--- src/rtl/cspb_cfg.svh ---
/*
 Constants of the serial bit port: instruction codes, accumulator fields,
 register offsets, reset values and bit timing.
 Assumes inclusion by bare name from every design file that needs it.
*/
// Operation
// - Read-mask returns masks, pending flags, input level
// - Input line level appears in accumulator bit 7
// - Set-mask acts on accumulator bits it receives
// - Bit 3 or 4 set updates the masks
// - Bit 6 set updates the output line
// - Output line value comes from bit 7
// - Mask and output updates are independent
// - Bit 6 clear keeps output line level
// - One bit means high line level
// - Output line low after reset
// - Read-mask leaves the sign flag alone
// - Frame: start zero, eight data LSB first, stops
// - Two stop bits give eleven-bit frame
// - Line idles high between characters
// - Every bit lasts one bit period
// - Last data bit carries parity convention
// - Receiver samples each bit mid-period
// - Eight samples form byte, first is LSB
// - Receiver aligns to falling start edge
// - First sample at one and half bits
`ifndef CSPB_CFG_SVH
`define CSPB_CFG_SVH

`define CSPB_OP_READ_MASK 8'h20
`define CSPB_OP_SET_MASK 8'h30
`define CSPB_ACC_LINE_BIT 7
`define CSPB_ACC_OUT_EN 6
`define CSPB_ACC_MASK_EN_HI 4
`define CSPB_ACC_MASK_EN_LO 3

`define CSPB_REG_CTRL 5'h00
`define CSPB_REG_BITDIV 5'h04
`define CSPB_REG_TXDATA 5'h08
`define CSPB_REG_RXDATA 5'h0C
`define CSPB_REG_STATUS 5'h10

`define CSPB_CTRL_TWO_STOP 0
`define CSPB_CTRL_RX_EN 1
`define CSPB_CTRL_RESET 2'h2

`define CSPB_FRAME_SHORT 4'hA
`define CSPB_FRAME_LONG 4'hB

`define CSPB_CLK_HZ 200000000
`define CSPB_DEF_BAUD 9600
`define CSPB_BIT_CYCLES (`CSPB_CLK_HZ / `CSPB_DEF_BAUD)

`endif

--- src/rtl/cspb_pkg.sv ---
/*
 Types and shared arithmetic of the serial bit port.
 Assumes nothing beyond a SystemVerilog compiler.
*/
`default_nettype none
package cspb_pkg;

    typedef enum logic [3:0] {
        CSPB_RX_IDLE = 4'h1,
        CSPB_RX_START = 4'h2,
        CSPB_RX_DATA = 4'h4,
        CSPB_RX_STOP = 4'h8
    } cspb_rx_state_t;

    typedef enum logic [1:0] {
        CSPB_TX_IDLE = 2'h1,
        CSPB_TX_BIT = 2'h2
    } cspb_tx_state_t;

    // Reload value of a down counter, never below zero
    function automatic logic [15:0] cspb_load(input logic [15:0] n);
        return (n == 16'h0000) ? 16'h0000 : n - 16'h0001;
    endfunction

endpackage
`default_nettype wire

--- src/rtl/cspb_rx_if.sv ---
/*
 Link between the port's control logic and its character receiver.
 Assumes both ends run on the same clock.
*/
`default_nettype none
interface cspb_rx_if;
    logic lineIn;
    logic enable;
    logic [15:0] bitCycles;
    logic [7:0] rxByte;
    logic rxStb;
    logic frameErr;
    logic busy;

    modport ctl(output lineIn, enable, bitCycles, input rxByte, rxStb, frameErr, busy);
    modport rx(input lineIn, enable, bitCycles, output rxByte, rxStb, frameErr, busy);
endinterface
`default_nettype wire

--- src/rtl/cspb_rx.sv ---
/*
 Character receiver: waits for a falling start edge, samples mid-bit,
 assembles eight data bits LSB first and checks the first stop bit.
 Assumes lineIn is already synchronised to sys_clk.
*/
`default_nettype none
`include "cspb_cfg.svh"
module cspb_rx (
    input wire logic sys_clk,
    input wire logic rst_b,
    input wire logic ce,
    cspb_rx_if.rx port
);
    cspb_pkg::cspb_rx_state_t stateQ, stateD;
    logic [15:0] cntQ, cntD;
    logic [2:0] bitQ, bitD;
    logic [7:0] shQ, shD, byteQ, byteD;
    logic prevQ, prevD, stbQ, stbD, errQ, errD;

    always_comb begin
        stateD = stateQ;
        cntD = cntQ;
        bitD = bitQ;
        shD = shQ;
        byteD = byteQ;
        stbD = 1'h0;
        errD = errQ;
        prevD = port.lineIn;
        case (stateQ)
            cspb_pkg::CSPB_RX_IDLE: begin
                if (port.enable && prevQ && !port.lineIn) begin
                    stateD = cspb_pkg::CSPB_RX_START;
                    cntD = cspb_pkg::cspb_load({1'h0, port.bitCycles[15:1]});
                end
            end
            cspb_pkg::CSPB_RX_START: begin
                if (cntQ != 16'h0000) begin
                    cntD = cntQ - 16'h0001;
                end else if (!port.lineIn) begin
                    // Mid start bit; one more period puts us mid data bit 0
                    stateD = cspb_pkg::CSPB_RX_DATA;
                    cntD = cspb_pkg::cspb_load(port.bitCycles);
                    bitD = 3'h0;
                end else begin
                    stateD = cspb_pkg::CSPB_RX_IDLE;
                end
            end
            cspb_pkg::CSPB_RX_DATA: begin
                if (cntQ != 16'h0000) begin
                    cntD = cntQ - 16'h0001;
                end else begin
                    shD = {port.lineIn, shQ[7:1]};
                    cntD = cspb_pkg::cspb_load(port.bitCycles);
                    bitD = bitQ + 3'h1;
                    if (bitQ == 3'h7) begin
                        stateD = cspb_pkg::CSPB_RX_STOP;
                    end
                end
            end
            cspb_pkg::CSPB_RX_STOP: begin
                if (cntQ != 16'h0000) begin
                    cntD = cntQ - 16'h0001;
                end else begin
                    byteD = shQ;
                    stbD = 1'h1;
                    errD = !port.lineIn;
                    stateD = cspb_pkg::CSPB_RX_IDLE;
                end
            end
            default: stateD = cspb_pkg::CSPB_RX_IDLE;
        endcase
    end

    always_ff @(posedge sys_clk or negedge rst_b) begin
        if (!rst_b) begin
            stateQ <= cspb_pkg::CSPB_RX_IDLE;
            cntQ <= 16'h0000;
            bitQ <= 3'h0;
            shQ <= 8'h00;
            byteQ <= 8'h00;
            prevQ <= 1'h1;
            stbQ <= 1'h0;
            errQ <= 1'h0;
        end else if (ce) begin
            stateQ <= stateD;
            cntQ <= cntD;
            bitQ <= bitD;
            shQ <= shD;
            byteQ <= byteD;
            prevQ <= prevD;
            stbQ <= stbD;
            errQ <= errD;
        end
    end

    assign port.rxByte = byteQ;
    assign port.rxStb = stbQ;
    assign port.frameErr = errQ;
    assign port.busy = (stateQ != cspb_pkg::CSPB_RX_IDLE);
endmodule
`default_nettype wire

--- src/rtl/cspb_serial_bit_port.sv ---
/*
 Serial bit port of an 8-bit processor: executes the read-mask and
 set-mask accumulator instructions, holds the interrupt masks and the
 serial output level, and offers a framed character transmitter and
 receiver through a small register port.
 Assumes the instruction port and register port are driven from sys_clk
 logic; serial input and pending flags come from pins and are synchronised.
*/
`default_nettype none
`include "cspb_cfg.svh"
module cspb_serial_bit_port #(
    parameter logic [15:0] BIT_CYCLES = 16'(`CSPB_BIT_CYCLES)
) (
    input wire logic sys_clk,
    input wire logic rst_b,
    input wire logic ce,
    input wire logic instrStb,
    input wire logic [7:0] instrOpcode,
    input wire logic [7:0] instrAcc,
    input wire logic intEnable,
    input wire logic [2:0] intPendingPin,
    input wire logic serialInLine,
    input wire logic [4:0] regAddr,
    input wire logic [15:0] regWrData,
    input wire logic regWrStb,
    input wire logic regRdStb,
    output logic [15:0] regRdData,
    output logic [7:0] accOut,
    output logic accOutStb,
    output logic [2:0] intMask,
    output logic serialOutLine
);
    // Pin synchronisers
    logic sidMetaQ, sidQ;
    logic [2:0] pendMetaQ, pendQ;

    always_ff @(posedge sys_clk or negedge rst_b) begin
        if (!rst_b) begin
            sidMetaQ <= 1'h1;
            sidQ <= 1'h1;
            pendMetaQ <= 3'h0;
            pendQ <= 3'h0;
        end else if (ce) begin
            sidMetaQ <= serialInLine;
            sidQ <= sidMetaQ;
            pendMetaQ <= intPendingPin;
            pendQ <= pendMetaQ;
        end
    end

    // Instruction decode
    logic rimOp, simOp, simMask, simOut;

    assign rimOp = instrStb && (instrOpcode == `CSPB_OP_READ_MASK);
    assign simOp = instrStb && (instrOpcode == `CSPB_OP_SET_MASK);
    assign simMask = simOp && (instrAcc[`CSPB_ACC_MASK_EN_LO] || instrAcc[`CSPB_ACC_MASK_EN_HI]);
    assign simOut = simOp && instrAcc[`CSPB_ACC_OUT_EN];

    // Register file state
    logic twoStopQ, twoStopD, rxEnQ, rxEnD;
    logic [15:0] bitCycQ, bitCycD, rdDataQ, rdDataD;
    logic [7:0] rxDataQ, rxDataD;
    logic rxValidQ, rxValidD, frameErrQ, frameErrD;

    // Transmit sequencer state
    cspb_pkg::cspb_tx_state_t txStateQ, txStateD;
    logic [15:0] txCntQ, txCntD;
    logic [10:0] txShQ, txShD;
    logic [3:0] txLeftQ, txLeftD;
    logic engSet, engBit, txGo;

    // Instruction state
    logic [2:0] maskQ, maskD;
    logic sodQ, sodD;
    logic [7:0] accQ, accD;
    logic accStbQ, accStbD;

    cspb_rx_if rxBus();

    assign rxBus.lineIn = sidQ;
    assign rxBus.enable = rxEnQ;
    assign rxBus.bitCycles = bitCycQ;

    cspb_rx u_rx (
        .sys_clk(sys_clk),
        .rst_b(rst_b),
        .ce(ce),
        .port(rxBus)
    );

    assign txGo = regWrStb && (regAddr == `CSPB_REG_TXDATA) && (txStateQ == cspb_pkg::CSPB_TX_IDLE);

    always_comb begin
        txStateD = txStateQ;
        txCntD = txCntQ;
        txShD = txShQ;
        txLeftD = txLeftQ;
        engSet = 1'h0;
        engBit = 1'h1;
        case (txStateQ)
            cspb_pkg::CSPB_TX_IDLE: begin
                if (txGo) begin
                    // Stop bits above the data, start bit at the bottom
                    txShD = {2'h3, regWrData[7:0], 1'h0};
                    txLeftD = twoStopQ ? `CSPB_FRAME_LONG : `CSPB_FRAME_SHORT;
                    txCntD = cspb_pkg::cspb_load(bitCycQ);
                    txStateD = cspb_pkg::CSPB_TX_BIT;
                    engSet = 1'h1;
                    engBit = 1'h0;
                end
            end
            cspb_pkg::CSPB_TX_BIT: begin
                if (txCntQ != 16'h0000) begin
                    txCntD = txCntQ - 16'h0001;
                end else if (txLeftQ == 4'h1) begin
                    txStateD = cspb_pkg::CSPB_TX_IDLE;
                end else begin
                    txShD = {1'h1, txShQ[10:1]};
                    txLeftD = txLeftQ - 4'h1;
                    txCntD = cspb_pkg::cspb_load(bitCycQ);
                    engSet = 1'h1;
                    engBit = txShQ[1];
                end
            end
            default: txStateD = cspb_pkg::CSPB_TX_IDLE;
        endcase
    end

    always_ff @(posedge sys_clk or negedge rst_b) begin
        if (!rst_b) begin
            txStateQ <= cspb_pkg::CSPB_TX_IDLE;
            txCntQ <= 16'h0000;
            txShQ <= 11'h7FF;
            txLeftQ <= 4'h0;
        end else if (ce) begin
            txStateQ <= txStateD;
            txCntQ <= txCntD;
            txShQ <= txShD;
            txLeftQ <= txLeftD;
        end
    end

    always_comb begin
        maskD = maskQ;
        sodD = sodQ;
        accD = accQ;
        accStbD = 1'h0;
        if (simMask) begin
            maskD = instrAcc[2:0];
        end
        // A processor write wins over the transmitter in the same cycle
        if (simOut) begin
            sodD = instrAcc[`CSPB_ACC_LINE_BIT];
        end else if (engSet) begin
            sodD = engBit;
        end
        if (rimOp) begin
            // Only the accumulator is loaded; no flag is touched
            accD = {sidQ, pendQ, intEnable, maskQ};
            accStbD = 1'h1;
        end
    end

    always_ff @(posedge sys_clk or negedge rst_b) begin
        if (!rst_b) begin
            maskQ <= 3'h7;
            sodQ <= 1'h0;
            accQ <= 8'h00;
            accStbQ <= 1'h0;
        end else if (ce) begin
            maskQ <= maskD;
            sodQ <= sodD;
            accQ <= accD;
            accStbQ <= accStbD;
        end
    end

    always_comb begin
        twoStopD = twoStopQ;
        rxEnD = rxEnQ;
        bitCycD = bitCycQ;
        rxDataD = rxDataQ;
        rxValidD = rxValidQ;
        frameErrD = frameErrQ;
        rdDataD = 16'h0000;
        if (regWrStb) begin
            if (regAddr == `CSPB_REG_CTRL) begin
                twoStopD = regWrData[`CSPB_CTRL_TWO_STOP];
                rxEnD = regWrData[`CSPB_CTRL_RX_EN];
            end else if (regAddr == `CSPB_REG_BITDIV) begin
                bitCycD = regWrData;
            end
        end
        if (regRdStb) begin
            if (regAddr == `CSPB_REG_CTRL) begin
                rdDataD = {14'h0000, rxEnQ, twoStopQ};
            end else if (regAddr == `CSPB_REG_BITDIV) begin
                rdDataD = bitCycQ;
            end else if (regAddr == `CSPB_REG_RXDATA) begin
                rdDataD = {7'h00, rxValidQ, rxDataQ};
                rxValidD = 1'h0;
            end else if (regAddr == `CSPB_REG_STATUS) begin
                rdDataD = {10'h000, sidQ, sodQ, frameErrQ, rxValidQ, rxBus.busy,
                    (txStateQ != cspb_pkg::CSPB_TX_IDLE)};
            end
        end
        // A new byte beats a read that clears the valid flag
        if (rxBus.rxStb) begin
            rxDataD = rxBus.rxByte;
            rxValidD = 1'h1;
            frameErrD = rxBus.frameErr;
        end
    end

    always_ff @(posedge sys_clk or negedge rst_b) begin
        if (!rst_b) begin
            twoStopQ <= 1'(`CSPB_CTRL_RESET >> `CSPB_CTRL_TWO_STOP);
            rxEnQ <= 1'(`CSPB_CTRL_RESET >> `CSPB_CTRL_RX_EN);
            bitCycQ <= BIT_CYCLES;
            rxDataQ <= 8'h00;
            rxValidQ <= 1'h0;
            frameErrQ <= 1'h0;
            rdDataQ <= 16'h0000;
        end else if (ce) begin
            twoStopQ <= twoStopD;
            rxEnQ <= rxEnD;
            bitCycQ <= bitCycD;
            rxDataQ <= rxDataD;
            rxValidQ <= rxValidD;
            frameErrQ <= frameErrD;
            rdDataQ <= rdDataD;
        end
    end

    assign regRdData = rdDataQ;
    assign accOut = accQ;
    assign accOutStb = accStbQ;
    assign intMask = maskQ;
    assign serialOutLine = sodQ;
endmodule
`default_nettype wire

--- config.mk ---
export PLATFORM = sky130hd
export DESIGN_NAME = cspb_serial_bit_port
export DESIGN_NICKNAME = d
export VERILOG_FILES = /design/src/rtl/cspb_pkg.sv /design/src/rtl/cspb_rx_if.sv /design/src/rtl/cspb_rx.sv /design/src/rtl/cspb_serial_bit_port.sv
export VERILOG_INCLUDE_DIRS = /design/src /design/src/rtl
export SDC_FILE = /design/constraint.sdc
export NUM_CORES = 1
export LEC_CHECK = 0
export BUFFER_PORTS_ARGS = -buffer_cell sky130_fd_sc_hd__clkbuf_2
export CORE_MARGIN = 1.5
export CORE_UTILIZATION = 30
export CTS_CLUSTER_DIAMETER = 100
export DETAILED_ROUTE_END_ITERATION = 16
export HOLD_SLACK_MARGIN = 0.05
export PLACE_DENSITY_LB_ADDON = 0.1
export SYNTH_ARGS = -nofsm -noshare
export SYNTH_HDL_FRONTEND = slang
export SYNTH_HIERARCHICAL = 1
export SYNTH_SLANG_ARGS = --single-unit
--- constraint.sdc ---
create_clock -name sys_clk -period 3.4 [get_ports sys_clk]
set_clock_uncertainty 0.15 [all_clocks]
set_input_delay 0.68 -clock sys_clk [delete_from_list [all_inputs] [get_ports sys_clk]]
set_output_delay 0.68 -clock sys_clk [all_outputs]
set_load 0.02 [all_outputs]
# == Yosys cells after proc, flatten, opt, wreduce, memory -nomap -nowiden ==
# Cells that the tools add are included.
# word_totals
register_bits,140
out_inout_bits,29
word_cells,161
# classes
add_sub_neg,6
eq_ne,31
n_mux,59
n_bitwise,2
n_reduce_logical,36
# op_table
cell,count
16-bit 2-to-1 mux,13
16-bit case mux with 4 select lines,1
16-bit by 1-bit subtractor with 16-bit output (second input constant),3
11-bit 2-to-1 mux,3
4-bit 2-to-1 mux,8
16-bit case mux with 2 select lines,1
16-bit nonzero test,2
11-bit case mux with 2 select lines,1
5-bit AND reduction,4
1-bit 2-to-1 mux,17
8-bit by 6-bit equality test with 1-bit output (second input constant),2
16-bit zero test,1
2-bit inequality test (second input constant),8
4-bit case mux with 4 select lines,1
15-bit by 1-bit subtractor with 16-bit output (second input constant),1
15-bit zero test,1
3-bit 2-to-1 mux,4
2-bit by 1-bit inequality test with 1-bit output (second input constant),6
4-bit AND reduction,3
5-bit by 4-bit equality test with 1-bit output (second input constant),2
2-bit nonzero test,5
9-bit 2-to-1 mux,1
3-bit AND reduction,3
4-bit by 1-bit equality test with 1-bit output (second input constant),2
other kinds (27),41

# == Depth between registers and ports, before layout ==
# Gate-level depths: netlist (run 1).
# depth
depth_word,7
mapped_depth,10
ltp_nobuf,8

# == By module ==
# Netlist (run 1), hierarchy kept.
# modules_own_cells
module,n_inst,cells_per_inst,area_each_um2
cspb_serial_bit_port,1,456,4848.4
cspb_rx,1,345,2966.6

# == Worst setup path after synthesis (run 1) ==
# Ideal clock, no wire load.
# synth_timing
path_type,register to register
startpoint,register bitCycQ[1]
endpoint,register u_rx.cntQ[14]
t_arrival_ns,2.356
required_ns,3.119
setup_slack_ns,0.764
stages_incl_launch_ff,10
path_cell_list,dfrtp_1 -> inv_1 -> ha_1 -> or4b_1 -> buf_2 -> or4_4 -> o211ai_4 -> o22ai_1 -> a31oi_1 -> o21ai_1
# synth_between
elab_chain_len,5
word_cells_on_any_way,11
classes_between,add/sub (2); mux (7); reduce/logical (2)
# synth_lines
element,line_no,text
from (decl),cspb_serial_bit_port.sv:61,"logic [15:0] bitCycQ, bitCycD, rdDataQ, rdDataD;"
from (signal assigned),cspb_serial_bit_port.sv:227,bitCycQ <= bitCycD;
16-bit by 1-bit subtractor with 16-bit output or 16-bit zero test (tied branches),cspb_pkg.sv:22,return (n == 16'h0000) ? 16'h0000 : n - 16'h0001;
16-bit 2-to-1 mux,cspb_pkg.sv:22,
16-bit 2-to-1 mux,cspb_rx.sv:39,end else if (!port.lineIn) begin
16-bit 2-to-1 mux,cspb_rx.sv:37,if (cntQ != 16'h0000) begin
16-bit case mux with 4 select lines *,cspb_rx.sv:29,case (stateQ)
to (signal assigned),cspb_rx.sv:86,cntQ <= cntD;
to (decl),cspb_rx.sv:15,"logic [15:0] cntQ, cntD;"
# Every way passes the cells marked *; elsewhere a longest branch is shown, timed or not. The select of a mux whose other input is x is not followed.
# A chain may end at the register's enable or synchronous reset.

# == Final worst setup path (run 1) ==
# layout_timing
startpoint,register u_rx.cntQ[11]
endpoint,register u_rx.byteQ[2] (netlist: u_rx/port.rxByte[2])
# layout_between
elab_chain_len,3
# layout_lines
element,line_no,text
16-bit nonzero test,cspb_rx.sv:61,if (cntQ != 16'h0000) begin
1-bit NOT (no source line),n/a,
3-bit AND reduction (no source line),n/a,
to (signal assigned),cspb_rx.sv:89,byteQ <= byteD;
to (decl),cspb_rx.sv:17,"logic [7:0] shQ, shD, byteQ, byteD;"
# No other way between the ends.

==> metrics.cfg, run 1 <==
[power_and_ir_drop]
powerDensity_nw_per_um2=680
irDropWorstVdd_uv=232
finalPower_w=0.00630
total_leakage_power_nw=4.00

[floorplanning]
die_w_um=164
initial_utilization_pct=30.8
io_pins=77
coreArea_um2=25400
die_y_um=164
rows=58
dieArea_um2=27000

[clock_tree]
cts_tree=built
cts_resized=0
clk_latency_ps=430
htreeDepth=4
ctsHoldBuffers=0
post_cts_buffers=0
clkSinkCount=137
cts_buffers=17
clock_path_buffers=2
root_buffer=clkbuf_16
clk_pin_slew_ps=70

[drt]
drt_iter0_markers=388
drt-vias-per-instance=5.21
wl_um=22100
drc=0
wire_per_inst_um=18.0
via_count=6395
ant_nets=0
first_pass_iters=5

[global_route]
grt_first_pass_wirelength_um=36100
grtUsageMet1_pct=24.4
groute.usage.overall_pct=17.3
grt_pass1_vias=6393
grtUsageMet3_pct=3.92
grt_overflow_total=0
grt_busiest_layer=met2
grt_antenna_before_repair=0
grt_max_degree=69
grt_use_met2_pct=27.1

[logic_synthesis]
synthDistinctLibCells=78
synthTopCellsByArea=dfrtp_1, mux2_2, dfstp_2, o21ai_0, nand2_1
synthTopCellsByCount=dfrtp_1, nand2_1, o21ai_0
ys_seq_area_share_pct=44.2
synth_most_common_cell=dfrtp_1
yosys.area.top_type=dfrtp_1
syn-cell-area_um2=7810
synthArstFlopShare_pct=100
ys_ff_latch=137
synth_edf_count=0
synth_flop_cell=dfrtp_1
yosysTopAreaCellShare_pct=36.5
synthCells=801
syn-mean-instance-area_um2=9.76
syn-num-nets=863
yosysWarnings=6

[placement]
post_dp_cell_area_um2=8680
place.port_buffers=75
place.gp.congestion=0.751
dpl.hpwl_um=15500

[timing]
fmax_ghz=0.332
hold_viol_final=0
drv_slew=0
tightest_slew_ps=891
whs_ps=111
tns_ps=0
setup_viol=0
fin_crit_ps=3010
period_share_pct=88.5
grt_setup_unrepaired=no
max_slew_margin_pct=40.1

[finish]
antennaDiodeCount=0
layout-drive-gt1-share_pct=27.8
area_growth_syn_to_layout_pct=18.4
nets=947
nFillCells=2629
postLayoutCellArea_um2=9260

[critical_path]
worst-endpoint-arrival_ps=3180
start_kind=flip-flop
r2r_start=u_rx/cntQ[11]
critPathKind=reg2reg
ff2ff_path_depth=5
critPathMaxFanout=14
required_ps=3570
r2r_setup_slack_ps=390
end_kind=flip-flop
reg2reg_to=u_rx/port.rxByte[2]

[run_status]
status=finished clean

[worst_hold_path]
hp-class=in2async

[run]
maxCapViolations=0

-- how the worst max path moves through the flow --
| stage | start | end | slack [ps] | depth (start not counted) |
|---|---|---|---|---|
| final | u_rx/cntQ[11] | u_rx/port.rxByte[2] | 390 | 5 |
| after floorplan | bitCycQ[1] | u_rx/cntQ[14] | 760 | 9 |
| after global placement | bitCycQ[1] | u_rx/cntQ[14] | 440 | 8 |
| after detailed placement | bitCycQ[1] | u_rx/cntQ[14] | 420 | 8 |
| after global routing | bitCycQ[1] | u_rx/cntQ[14] | 250 | 8 |
| after CTS | bitCycQ[1] | u_rx/cntQ[14] | 400 | 8 |
-- worst max-delay path, cell delays in order, from the launching register on --
cell and delay [ps]:
dfrtp_1 450, nor4_1 740, and4_1 400, buf_4 260, nand3_1 460, mux2_2 450
-- layer usage --
metal	wire length (µm)	vias up
met1	11000	3152
met4	201	0
met3	886	13
met5	0	-
met2	10100	123
li1	-	3107
-- placed cells by master (no fill, tap or decap), drive strengths merged, types with 23 or more instances in the layout --
cell type / netlist / routed
dfrtp: 114 / 114
clkbuf: 26 / 91
o21ai: 76 / 76
nand2: 66 / 66
mux2: 62 / 62
inv: 42 / 53
nor2: 49 / 49
buf: 16 / 33
a21oi: 29 / 29
o22ai: 29 / 29
xnor2: 24 / 24
nor4: 24 / 24
dfstp: 23 / 23
-- area by class of cell --
class	count	area (µm²)	share of cell area, %
Clock buffer	17	425	4.60
Clock inverter	15	145	1.57
Inverter	42	158	1.70
Multi-Input combinational cell	580	4010	43.3
Sequential cell	137	3460	37.4
Tap cell	330	413	4.46
Timing Repair Buffer	107	647	6.99
-- sequential cells by signal, summed over array words and instances, names as in the netlist, 2 cells and up --
register and flops:
bitCycQ 16, u_rx/stateQ 4, intMask 3, u_rx/bitQ 3, u_rx/cntQ 16, txStateQ 2
pendMetaQ 3, regRdData 16, txCntQ 16, txLeftQ 4, u_rx/shQ 8, txShQ 8
rxDataQ 8, pendQ 3, u_rx/port.rxByte 8, accOut 8
-- power breakdown --
| group | internal (W) | leakage [nW] | switching [W] |
|---|---|---|---|
| clock | 0.000976 | 0.278 | 0.000857 |
| sequential | 0.00198 | 1.76 | 0.000366 |
| combinational | 0.000871 | 1.97 | 0.00125 |
-- logic make-up (layout without fill, tap and decap cells) --
family | Yosys count | after routing | synth area share (%)
AO/OA/AOI/OAI | 202 | 202 | 16.8
XOR/XNOR | 38 | 38 | 4.26
adder cells (fa/ha/maj) | 14 | 14 | 2.24
buffers and inverters | 84 | 181 | 4.45
flip-flops | 137 | 137 | 44.2
multiplexers | 74 | 74 | 10.5
AND/OR/NAND/NOR | 252 | 252 | 17.6
-- metrics by stage --
stage | utilization [%] | setup WS (ps) | std cells
floorplan | - | 764 | 801
global placement | 34.2 | 437 | 1196
detailed placement | 34.2 | 425 | 1196
CTS | 36.4 | 396 | 1228
global route | 36.4 | 247 | 1228
finish | 36.4 | 390 | 1228
Power figures use the tool's default switching activity.
==> run 2, diff against run 1 <==
--- a/config.mk
+++ b/config.mk
@@ -6,6 +6,7 @@
 export SDC_FILE = /design/constraint.sdc
 export NUM_CORES = 1
 export LEC_CHECK = 0
+export ABC_AREA = 1
 export BUFFER_PORTS_ARGS = -buffer_cell sky130_fd_sc_hd__clkbuf_2
 export CORE_MARGIN = 1.5
 export CORE_UTILIZATION = 30
==> run 2 against run 1 <==
Effect of this change:
- synthesized cell count grew 57%
- critical path type is now in2reg
- register-to-register slack gained 630 ps
- setup slack gained 610 ps
- cell area grew 10%
- critical path depth grew 4
- wire length grew 20%
- global-route usage grew 0.87 points
- clock power grew 9%
- fmax grew 25%
- via count grew 26%
- flip-flop and latch count is the same
- non-clock buffer count shrank 26
==> metrics.cfg, run 2 <==
[global_route]
grt_antenna_before_repair=0
grt_max_degree=57
grt_overflow_total=0
groute.usage.overall_pct=18.2
grt_pass1_vias=7851
grt_first_pass_wirelength_um=43200

[logic_synthesis]
synthTopCellsByArea=dfrtp_1, nand2_1, nor2_1, dfstp_2, nand3_1
synthTopCellsByCount=nand2_1, nor2_1, inv_1
synthAdderAreaFrac_pct=1.99
synth_most_common_cell=nand2_1
ys_seq_area_share_pct=39.3
synth_edf_count=0
synthDistinctLibCells=49
synth_top_family_by_area=simple AND/OR/NAND/NOR gates
ys_ff_latch=137
syn-mean-instance-area_um2=7.00
synth_flop_cell=dfrtp_1
synthArstFlopShare_pct=100
synthCells=1258
syn-cell-area_um2=8800
yosys.area.top_type=dfrtp_1
synth_compound_area_share_pct=9.93
synth-xor-area-share_pct=2.79
yosys.area_share.simple_pct=37.5
yosysWarnings=6
yosysTopAreaCellShare_pct=32.4
muxShareOfSynthArea_pct=0.639
syn-num-nets=1320

[run]
maxCapViolations=0

[finish]
final_common_cell=nand2_1
layout-drive-gt1-share_pct=15.8
area_growth_syn_to_layout_pct=15.7
nFillCells=3169
nets=1395
layout_common_cells=nand2_1, nor2_1, inv_1
antennaDiodeCount=0

[drt]
drc=0
first_pass_iters=5
drt-vias-per-instance=4.65
drt_iter0_markers=544
via_count=8046
wl_um=26500
wire_per_inst_um=15.3
ant_nets=0

[clock_tree]
cts_tree=built
clk_pin_slew_ps=60
clkSinkCount=137
root_buffer=clkbuf_16
clk_latency_ps=430
post_cts_buffers=0
cts_buffers=17
ctsHoldBuffers=0
clock_path_buffers=2
htreeDepth=4
cts_resized=0

[critical_path]
reg2reg_to=txCntQ[4]
r2r_setup_slack_ps=1020
ff2ff_path_depth=9
required_ps=3540
critPathKind=in2reg
critPathMaxFanout=32
end_kind=flip-flop
r2r_start=txStateQ[0]
worst-endpoint-arrival_ps=2540
crit_start=regAddr[0]
start_kind=input pin

[power_and_ir_drop]
powerDensity_nw_per_um2=676
total_leakage_power_nw=4.95
irDropWorstVdd_uv=335

[timing]
drv_slew=0
tightest_slew_ps=903
tns_ps=0
max_slew_margin_pct=39.8
fin_crit_ps=2400
period_share_pct=70.7
hold_viol_final=0
fmax_ghz=0.416
setup_viol=0
whs_ps=79.8
grt_setup_unrepaired=no

[run_status]
status=finished clean

[placement]
dpl.hpwl_um=19800
place.port_buffers=75
place.gp.congestion=0.829

[worst_hold_path]
hp-class=in2async

[floorplanning]
coreArea_um2=28800
rows=62
die_y_um=174
initial_utilization_pct=30.6
dieArea_um2=30400
die_w_um=174
io_pins=77

==> run 2: worst max-delay path, stage by stage <==
cell and delay [ps]:
clkbuf_2 100, inv_1 50, nand2_1 40, nor2_1 160, nand2_1 220, inv_1 370
nand3_2 570, nor2_1 280, a21oi_1 60
==> run 2: where the power goes <==
group / internal, W / switching (W)
combinational: 0.000841 / 0.00165
sequential: 0.00201 / 0.000402
clock: 0.00118 / 0.000812
total: 0.00403 / 0.00286
==> run 2: layout make-up <==
type	instances	area (µm²)	share of cell area (%)
Clock buffer	18	429	4.21
Clock inverter	14	190	1.87
Inverter	138	526	5.16
Multi-Input combinational cell	958	4660	45.7
Sequential cell	137	3460	33.9
Tap cell	384	480	4.72
Timing Repair Buffer	81	452	4.43
==> run 2: per-stage QoR <==
stage	cell area [µm²]	power [W]	std cells	setup slack, ps	util, %
2_1_floorplan	8800	0.00430	1258	1570	-
3_3_place_gp	9570	0.00494	1698	642	33.3
3_5_place_dp	9570	0.00496	1698	570	33.3
4_1_cts	10200	0.00700	1730	984	35.4
5_1_grt	10200	0.00747	1730	730	35.4
6_report	10200	0.00689	1730	997	35.4
==> run 2: logic make-up after synthesis <==
family / count (synthesis)
simple gates: 758
buf+inv: 163
compound gates: 153
flops: 137
xor+xnor: 28
fa+ha+maj: 14
mux: 5
==> run 2: worst max-delay path by stage <==
stage	to	slack (ps)	cells after the start
after floorplan	txCntQ[1]	1570	9
after global placement	bitCycQ[13]	640	9
after detailed placement	bitCycQ[10]	570	9
after CTS	txCntQ[4]	980	9
after global routing	txCntQ[5]	730	9
final	bitCycQ[10]	1000	9
==> run 2: routing by layer <==
layer / GRT usage (%) / part of all wire (%)
met5: 0 / 0
met4: 3.95 / 0.96
met3: 4.18 / 4.4
met2: 28.6 / 45
met1: 25.4 / 49
